--- config.mk ---
export PLATFORM = sky130hd
export DESIGN_NAME = alarm_frame_snapshot
export DESIGN_NICKNAME = d
export VERILOG_FILES = /design/src/hdl/alarm_frame_snapshot.v
export VERILOG_INCLUDE_DIRS = /design/src /design/src/hdl
export SDC_FILE = /design/constraint.sdc
export NUM_CORES = 2
export LEC_CHECK = 0
export ABC_AREA = 1
export BUFFER_PORTS_ARGS = -buffer_cell sky130_fd_sc_hd__buf_2
export CORE_MARGIN = 2
export CORE_UTILIZATION = 56
export CTS_CLUSTER_DIAMETER = 100
export DETAILED_ROUTE_END_ITERATION = 8
export GPL_ROUTABILITY_DRIVEN = 0
export GPL_TIMING_DRIVEN = 0
export HOLD_SLACK_MARGIN = 0.03
export PLACE_DENSITY_LB_ADDON = 0.2
export SLEW_MARGIN = 20
export SYNTH_ARGS = -nofsm -noshare
export SYNTH_HDL_FRONTEND = slang
export SYNTH_SLANG_ARGS = --single-unit
--- constraint.sdc ---
create_clock -name sys_clk_in -period 26.9 [get_ports sys_clk_in]
set_clock_uncertainty 0.15 [all_clocks]
set_input_delay 5.38 -clock sys_clk_in [delete_from_list [all_inputs] [get_ports sys_clk_in]]
set_output_delay 5.38 -clock sys_clk_in [all_outputs]
set_load 0.1 [all_outputs]
--- src/hdl/alarm_frame_snapshot_map.vh ---
// Register map and constants for the alarm frame snapshot block
`ifndef ALARM_FRAME_SNAPSHOT_MAP_VH
`define ALARM_FRAME_SNAPSHOT_MAP_VH
// Frame geometry
`define FRAME_BYTES 7'h30
`define FRAME_WORDS 4'hC
`define FRAME_LAST_WORD 4'hB
// APB address regions (byte address bits 7:6) and word indices (bits 5:2)
`define ADDR_W 12
`define REGION_CMD 2'h0
`define REGION_RSP 2'h1
`define REGION_CTL 2'h2
`define CTRL_WORD 4'h0
`define STAT_WORD 4'h1
// Control register fields
`define CTRL_STOP_EN_BIT 0
`define CTRL_RESET 32'h0000_0001
// Status register fields
`define STAT_POWER_BIT 0
`define STAT_CONN_BIT 1
`define STAT_STOP_BIT 2
`define STAT_FWD_BIT 3
`define STAT_REV_BIT 4
`define STAT_VALID_BIT 5
`define STAT_CNT_LSB 8
`define STAT_CNT_MSB 15
// Host command codes
`define CMD_CONNECT 8'h0E
`define CMD_DISCONNECT 8'h0F
`define CMD_POWER_ON 8'h31
`define CMD_POWER_OFF 8'h32
// Link states
`define LINK_IDLE 1'b0
`define LINK_UP 1'b1
`endif

--- src/hdl/alarm_frame_snapshot.v ---
// Alarm frame snapshot registers and start-inhibit logic with APB access
//
// Function
// - On alarm or warning, copy all 48 current command frame bytes to snapshot.
// - On the same event, copy all 48 response frame bytes to separate snapshot.
// - Lowest frame byte in bits 7:0, highest in 31:24; bytes 0-3 form word 0.
// - Each next group of four bytes fills the next word, up to bytes 44-47.
// - Warnings trigger capture too, including data-setting and command warnings.
// - Motor may not start while the forced-stop input is off.
// - Stop input allocation setting can disable forced stop; then it never blocks.
// - Drive in a direction only while that direction's limit input is on.
//
// Design decisions made here: the APB slave port and the address map.
`include "alarm_frame_snapshot_map.vh"
`default_nettype none
module alarm_frame_snapshot (
   input wire sys_clk_in,
   input wire rst_b_in,
   input wire psel_in,
   input wire penable_in,
   input wire pwrite_in,
   input wire [11:0] paddr_in,
   input wire [31:0] pwdata_in,
   output wire pready_out,
   output reg [31:0] prdata_out,
   output reg pslverr_out,
   input wire cmd_byte_we_in,
   input wire [5:0] cmd_byte_idx_in,
   input wire [7:0] cmd_byte_in,
   input wire rsp_byte_we_in,
   input wire [5:0] rsp_byte_idx_in,
   input wire [7:0] rsp_byte_in,
   input wire host_cmd_valid_in,
   input wire [7:0] host_cmd_code_in,
   input wire alarm_event_in,
   input wire data_warning_in,
   input wire command_warning_in,
   input wire forced_stop_input_in,
   input wire forward_limit_input_in,
   input wire reverse_limit_input_in,
   output reg motor_power_out,
   output reg fwd_drive_allow_out,
   output reg rev_drive_allow_out,
   output reg order_warning_out
);

   integer i;

   // Live frames and frozen copies
   reg [31:0] cmd_live_r [0:11];
   reg [31:0] rsp_live_r [0:11];
   reg [31:0] cmd_snap_r [0:11];
   reg [31:0] rsp_snap_r [0:11];

   reg [31:0] ctrl_r;
   reg snap_valid_r;
   reg [7:0] snap_cnt_r;
   reg link_state_r;
   reg power_r;

   // Pin synchronisers
   reg stop_s1_r;
   reg stop_s2_r;
   reg fwd_s1_r;
   reg fwd_s2_r;
   reg rev_s1_r;
   reg rev_s2_r;

   wire stop_block;
   wire any_event;
   wire cmd_in_range;
   wire rsp_in_range;
   wire order_fault;

   always @(posedge sys_clk_in) begin
      if (!rst_b_in) begin
         stop_s1_r <= 1'b0;
         stop_s2_r <= 1'b0;
         fwd_s1_r <= 1'b0;
         fwd_s2_r <= 1'b0;
         rev_s1_r <= 1'b0;
         rev_s2_r <= 1'b0;
      end else begin
         stop_s1_r <= forced_stop_input_in;
         stop_s2_r <= stop_s1_r;
         fwd_s1_r <= forward_limit_input_in;
         fwd_s2_r <= fwd_s1_r;
         rev_s1_r <= reverse_limit_input_in;
         rev_s2_r <= rev_s1_r;
      end
   end

   // Forced stop blocks only while enabled by allocation setting
   assign stop_block = ctrl_r[`CTRL_STOP_EN_BIT] & ~stop_s2_r;

   // Power-on before connect is out of order
   assign order_fault = host_cmd_valid_in && (host_cmd_code_in == `CMD_POWER_ON) &&
                        (link_state_r != `LINK_UP);

   // Alarms and all warnings trigger capture
   assign any_event = alarm_event_in | data_warning_in | command_warning_in | order_fault;

   assign cmd_in_range = {1'b0, cmd_byte_idx_in} < `FRAME_BYTES;
   assign rsp_in_range = {1'b0, rsp_byte_idx_in} < `FRAME_BYTES;

   // Live frame byte assembly, little-endian lanes
   always @(posedge sys_clk_in) begin
      if (!rst_b_in) begin
         for (i = 0; i < 12; i = i + 1) begin
            cmd_live_r[i] <= 32'h0000_0000;
            rsp_live_r[i] <= 32'h0000_0000;
         end
      end else begin
         if (cmd_byte_we_in && cmd_in_range) begin
            // Byte n lands in word n/4, lane n%4
            case (cmd_byte_idx_in[1:0])
               2'h0: cmd_live_r[cmd_byte_idx_in[5:2]][7:0] <= cmd_byte_in;
               2'h1: cmd_live_r[cmd_byte_idx_in[5:2]][15:8] <= cmd_byte_in;
               2'h2: cmd_live_r[cmd_byte_idx_in[5:2]][23:16] <= cmd_byte_in;
               default: cmd_live_r[cmd_byte_idx_in[5:2]][31:24] <= cmd_byte_in;
            endcase
         end
         if (rsp_byte_we_in && rsp_in_range) begin
            case (rsp_byte_idx_in[1:0])
               2'h0: rsp_live_r[rsp_byte_idx_in[5:2]][7:0] <= rsp_byte_in;
               2'h1: rsp_live_r[rsp_byte_idx_in[5:2]][15:8] <= rsp_byte_in;
               2'h2: rsp_live_r[rsp_byte_idx_in[5:2]][23:16] <= rsp_byte_in;
               default: rsp_live_r[rsp_byte_idx_in[5:2]][31:24] <= rsp_byte_in;
            endcase
         end
      end
   end

   // Snapshot capture, held until next event
   always @(posedge sys_clk_in) begin
      if (!rst_b_in) begin
         for (i = 0; i < 12; i = i + 1) begin
            cmd_snap_r[i] <= 32'h0000_0000;
            rsp_snap_r[i] <= 32'h0000_0000;
         end
         snap_valid_r <= 1'b0;
         snap_cnt_r <= 8'h00;
      end else if (any_event) begin
         for (i = 0; i < 12; i = i + 1) begin
            cmd_snap_r[i] <= cmd_live_r[i];
            rsp_snap_r[i] <= rsp_live_r[i];
         end
         snap_valid_r <= 1'b1;
         snap_cnt_r <= snap_cnt_r + 8'h01;
      end
      // Otherwise contents hold
   end

   // Host link order and power state
   always @(posedge sys_clk_in) begin
      if (!rst_b_in) begin
         link_state_r <= `LINK_IDLE;
         power_r <= 1'b0;
      end else begin
         case (link_state_r)
            `LINK_IDLE: begin
               power_r <= 1'b0;
               if (host_cmd_valid_in && host_cmd_code_in == `CMD_CONNECT) begin
                  link_state_r <= `LINK_UP;
               end
            end
            `LINK_UP: begin
               if (host_cmd_valid_in && host_cmd_code_in == `CMD_DISCONNECT) begin
                  link_state_r <= `LINK_IDLE;
                  power_r <= 1'b0;
               end else if (alarm_event_in || stop_block) begin
                  power_r <= 1'b0;
               end else if (host_cmd_valid_in && host_cmd_code_in == `CMD_POWER_OFF) begin
                  power_r <= 1'b0;
               end else if (host_cmd_valid_in && host_cmd_code_in == `CMD_POWER_ON) begin
                  power_r <= 1'b1;
               end
            end
            default: begin
               link_state_r <= `LINK_IDLE;
               power_r <= 1'b0;
            end
         endcase
      end
   end

   // Drive outputs
   always @(posedge sys_clk_in) begin
      if (!rst_b_in) begin
         motor_power_out <= 1'b0;
         fwd_drive_allow_out <= 1'b0;
         rev_drive_allow_out <= 1'b0;
         order_warning_out <= 1'b0;
      end else begin
         motor_power_out <= power_r & ~stop_block;
         fwd_drive_allow_out <= power_r & ~stop_block & fwd_s2_r;
         rev_drive_allow_out <= power_r & ~stop_block & rev_s2_r;
         order_warning_out <= order_fault;
      end
   end

   // APB slave, zero wait states
   wire setup_phase;
   wire [1:0] region;
   wire [3:0] word_idx;
   wire upper_zero;
   wire snap_hit;
   wire ctrl_hit;
   wire stat_hit;
   reg [31:0] stat_word;
   reg [31:0] rd_nxt;
   reg err_nxt;

   assign setup_phase = psel_in & ~penable_in;
   assign region = paddr_in[7:6];
   assign word_idx = paddr_in[5:2];
   assign upper_zero = (paddr_in[11:8] == 4'h0) && (paddr_in[1:0] == 2'h0);
   assign snap_hit = upper_zero && (region == `REGION_CMD || region == `REGION_RSP) &&
                     (word_idx <= `FRAME_LAST_WORD);
   assign ctrl_hit = upper_zero && region == `REGION_CTL && word_idx == `CTRL_WORD;
   assign stat_hit = upper_zero && region == `REGION_CTL && word_idx == `STAT_WORD;
   assign pready_out = psel_in & penable_in;

   always @* begin
      stat_word = 32'h0000_0000;
      stat_word[`STAT_POWER_BIT] = motor_power_out;
      stat_word[`STAT_CONN_BIT] = link_state_r;
      stat_word[`STAT_STOP_BIT] = stop_s2_r;
      stat_word[`STAT_FWD_BIT] = fwd_s2_r;
      stat_word[`STAT_REV_BIT] = rev_s2_r;
      stat_word[`STAT_VALID_BIT] = snap_valid_r;
      stat_word[`STAT_CNT_MSB:`STAT_CNT_LSB] = snap_cnt_r;
   end

   // Read data and error prepared in the setup cycle
   always @* begin
      rd_nxt = 32'h0000_0000;
      err_nxt = 1'b0;
      if (pwrite_in) begin
         err_nxt = ~ctrl_hit;
      end else if (snap_hit) begin
         if (region == `REGION_CMD) begin
            rd_nxt = cmd_snap_r[word_idx];
         end else begin
            rd_nxt = rsp_snap_r[word_idx];
         end
      end else if (ctrl_hit) begin
         rd_nxt = ctrl_r;
      end else if (stat_hit) begin
         rd_nxt = stat_word;
      end else begin
         err_nxt = 1'b1;
      end
   end

   always @(posedge sys_clk_in) begin
      if (!rst_b_in) begin
         prdata_out <= 32'h0000_0000;
         pslverr_out <= 1'b0;
         ctrl_r <= `CTRL_RESET;
      end else begin
         if (setup_phase) begin
            prdata_out <= rd_nxt;
            pslverr_out <= err_nxt;
         end
         if (psel_in && penable_in && pwrite_in && ctrl_hit) begin
            ctrl_r <= {31'h0000_0000, pwdata_in[`CTRL_STOP_EN_BIT]};
         end
      end
   end

endmodule
`default_nettype wire

==> metrics.md <==
| Metric | Value |
|---|---|
| Status | `finished clean` |
| Main combinational cell family by area after synthesis | `simple AND/OR/NAND/NOR gates` |
| Worst rel slew slack | `0.0863` |
| Core region area | `0.123 mm2` |
| Hold crit path type | `reg2reg` |
| Setup violators final | `0` |
| Post-Synth Adder-Cell Area | `0.000180` |
| Die Wd | `356 um` |
| Root buf cell | `clkbuf_16` |
| Via count | `48300` |
| FILL cells | `9663` |
| CTS buffer count | `162` |
| DR DRC count | `0` |
| Finished Layout Cells | `8631` |
| Number of global-route vias before repair | `44000` |
| CP Buf/Inv Count | `3` |
| Peak supply drop | `0.0634 mV` |
| Cell area power density | `72.0 mW/mm2` |
| Peak fanout along the critical path | `2` |
| Worst hold stages | `2` |
| Yosys warns | `0` |
| R2R Path Start | `link_state_r` |
| Remaining Overflow, GRT | `0` |
| Most common cell after layout, fill and taps aside | `edfxtp_1` |
| Tmin final | `11540 ps` |
| Worst Path Arrival | `6010 ps` |
| Gr usage total | `0.346` |
| Hold Fails Final Rpt | `0` |
| Largest net degree at the start of global routing | `59` |
| Clk slew on worst S/H paths | `50 ps` |
| Synth unique cells | `33` |
| Via-per-instance ratio | `5.60` |
| Initial antenna violation count | `10` |
| Seq cells post-synth | `1591` |
| Initial Utilization | `0.562` |
| Fin crit share | `0.429` |
| Multiplexer share of the synthesized area | `0` |
| RSZ-0062 raised after global routing | `no` |
| Hold Crit Start | `fwd_s1_r` |
| CP Class | `in2out` |
| Critical Path Slowest Stage Cell | `buf_2` |
| Worst R2R End | `cmd_snap_r[2][18]` |
| Setup tns final | `0 ps` |
| Static leakage | `33.8 nW` |
| Hold EP | `fwd_s2_r` |
| Cts repair resizes | `0` |
| Reg2Reg Setup Slack | `22920 ps` |
| First-pass GRT wire length | `305000 um` |
| # port buffers | `98` |
| CP endpoint kind | `primary output` |
| Data required, critical path | `21370 ps` |
| Critical-path cell list | `buf_2, nand2_1, inv_1, buf_2` |
| Syn-to-layout area delta | `11.8%` |
| CTS tree | `built` |
| Simple-gate share of the synthesized area | `0.218` |
| Per-cell routed wire length | `25.4 um` |
| Synth Area in XOR/XNOR | `0.000253` |
| Fmax | `0.0866 GHz` |
| Starting DRT DRC Count | `8116` |
| Syn_area_per_cell | `10.5 um2` |
| DRT Pass-1 Iters | `6` |
| CP peak stage delay | `410 ps` |
| Tightest Pin Transition | `1370 ps` |
| CP delay by family, top | `buffers and inverters` |
| Die height | `356 um` |
| Total wire length | `219000 um` |
| IO Pins | `132` |
| Row cnt | `129` |
| Syn_nets | `6670` |
| Register area | `0.0472 mm2` |
| Setup bufs post-CTS | `0` |
| TritonCTS Sinks | `1591` |
| Slew Limit Fails | `0` |
| Nets | `6953` |
| Hpwl dp | `155000 um` |
| Multi-input gate area in the final layout | `0.0161 mm2` |
| Max cap viols | `0` |
| Most used cell, CP | `buf_2` |
| Mapped Area | `0.0694 mm2` |
| H-Tree Depth | `4` |
| ANT nets after route | `0` |
| Layout cells sized above 1 | `0.135` |
| Most frequent cells in the layout | `edfxtp_1, nand2_1, nor2_1` |
| Critical Path Source Type | `primary input` |
| Synth Instances | `6575` |
| Die area | `0.127 mm2` |
| Seq/Total Area, Yosys | `0.681` |
| Placed cell count | `8331` |
| Clk buf depth | `3` |
| Register-to-Register Path Depth | `12` |
| Hold-fix buffers, CTS | `0` |
| Worst skew pair latency | `820 ps` |
| Compound-Gate Fraction of Synth Area | `0.0137` |
[power breakdown]
part	total (mW)	switching (mW)	internal, mW
clock	2.21	0.954	1.26
sequential	2.91	0.0430	2.86
combinational	0.465	0.359	0.106
[per-stage QoR]
step | total power [mW] | util | setup slack, ps | instance area (um2) | hold slack, ps
finish | 5.58 | 0.629 | 15360 | 77500 | 265
global route | 5.70 | 0.629 | 15330 | 77500 | 296
CTS | 5.55 | 0.629 | 15350 | 77500 | 269
detailed placement | 3.40 | 0.587 | 15350 | 72400 | 260
global placement | 3.42 | 0.583 | -6170 | 71900 | 255
floorplan | 3.22 | - | 3140 | 69400 | 240
[cell usage after synthesis]
library cell | n | area share
nand3_2 | 2 | 0.00029
dfxtp_1 | 55 | 0.016
o211ai_1 | 1 | 0.00011
a21oi_1 | 104 | 0.0075
nand3b_1 | 1 | 0.00011
buf_1 | 14 | 0.00076
o21ai_0 | 51 | 0.0037
clkbuf_1 | 159 | 0.0086
xor2_1 | 2 | 0.00025
nor2_2 | 192 | 0.017
edfxtp_1 | 1536 | 0.67
o21ai_1 | 30 | 0.0022
nand2_1 | 1408 | 0.076
buf_8 | 14 | 0.0030
nor3_1 | 5 | 0.00036
a211oi_1 | 1 | 0.00011
inv_2 | 5 | 0.00027
buf_12 | 10 | 0.0029
or2_0 | 1 | 0.000090
nor4_2 | 4 | 0.00072
nand2_4 | 1 | 0.00016
ha_1 | 1 | 0.00018
nor2_4 | 196 | 0.032
a21boi_0 | 1 | 0.00011
buf_6 | 19 | 0.0031
nor4_1 | 3 | 0.00027
buf_4 | 17 | 0.0018
nand4_1 | 25 | 0.0023
inv_1 | 1101 | 0.060
nand3_1 | 313 | 0.023
nor2_1 | 1192 | 0.065
buf_2 | 100 | 0.0072
nand2_2 | 11 | 0.00099
[how the worst max path moves through the flow]
stage,cells past startpoint,slack (ps),end,startpoint
3_5_place_dp,4,15350,pready_out,penable_in
4_1_cts,4,15350,pready_out,penable_in
2_1_floorplan,3,3140,cmd_snap_r[0][0],rst_b_in
5_1_grt,4,15330,pready_out,penable_in
3_3_place_gp,3,-6170,rsp_snap_r[9][25],rst_b_in
6_report,4,15360,pready_out,penable_in
[metal layers]
| metal | track usage | vias up | wire, um |
|---|---|---|---|
| li1 | - | 21300 | - |
| met1 | 0.483 | 22900 | 81000 |
| met2 | 0.493 | 3498 | 92600 |
| met3 | 0.0992 | 611 | 32900 |
| met4 | 0.185 | 8 | 12900 |
| met5 | 0 | - | 45 |
[worst register-to-register path, delay by kind of cell, from the launching register on]
| kind | cells | cell delay, ps |
|---|---|---|
| and+or+nand+nor | 3 | 870 |
| buffers and inverters | 9 | 2310 |
| DFF | 1 | 300 |
[registers in the layout, summed over array words and instances (netlist names), 8 cells and up]
register	cells
cmd_live_r	384
prdata_out	32
cmd_snap_r	384
snap_cnt_r	8
rsp_snap_r	384
rsp_live_r	384
[final cells by class]
class | instances | area share
antenna | 8 | 0.000258
buffer | 333 | 0.0250
clock buffer | 214 | 0.0568
clock inverter | 78 | 0.00865
inverter | 1106 | 0.0535
multi-input combinational | 3545 | 0.208
sequential | 1591 | 0.609
tap | 1637 | 0.0264
timing repair buffer | 119 | 0.0126
[kinds of logic (layout without fill, tap and decap cells)]
| family | count (synthesis) | count (layout) |
|---|---|---|
| other | 0 | 8 |
| XOR/XNOR | 2 | 2 |
| AO/OA/AOI/OAI | 188 | 188 |
| adder cells (fa/ha/maj) | 1 | 1 |
| buffers and inverters | 1439 | 1850 |
| AND/OR/NAND/NOR | 3354 | 3354 |
| flip-flops | 1591 | 1591 |
(Power assumes the default switching activity.)
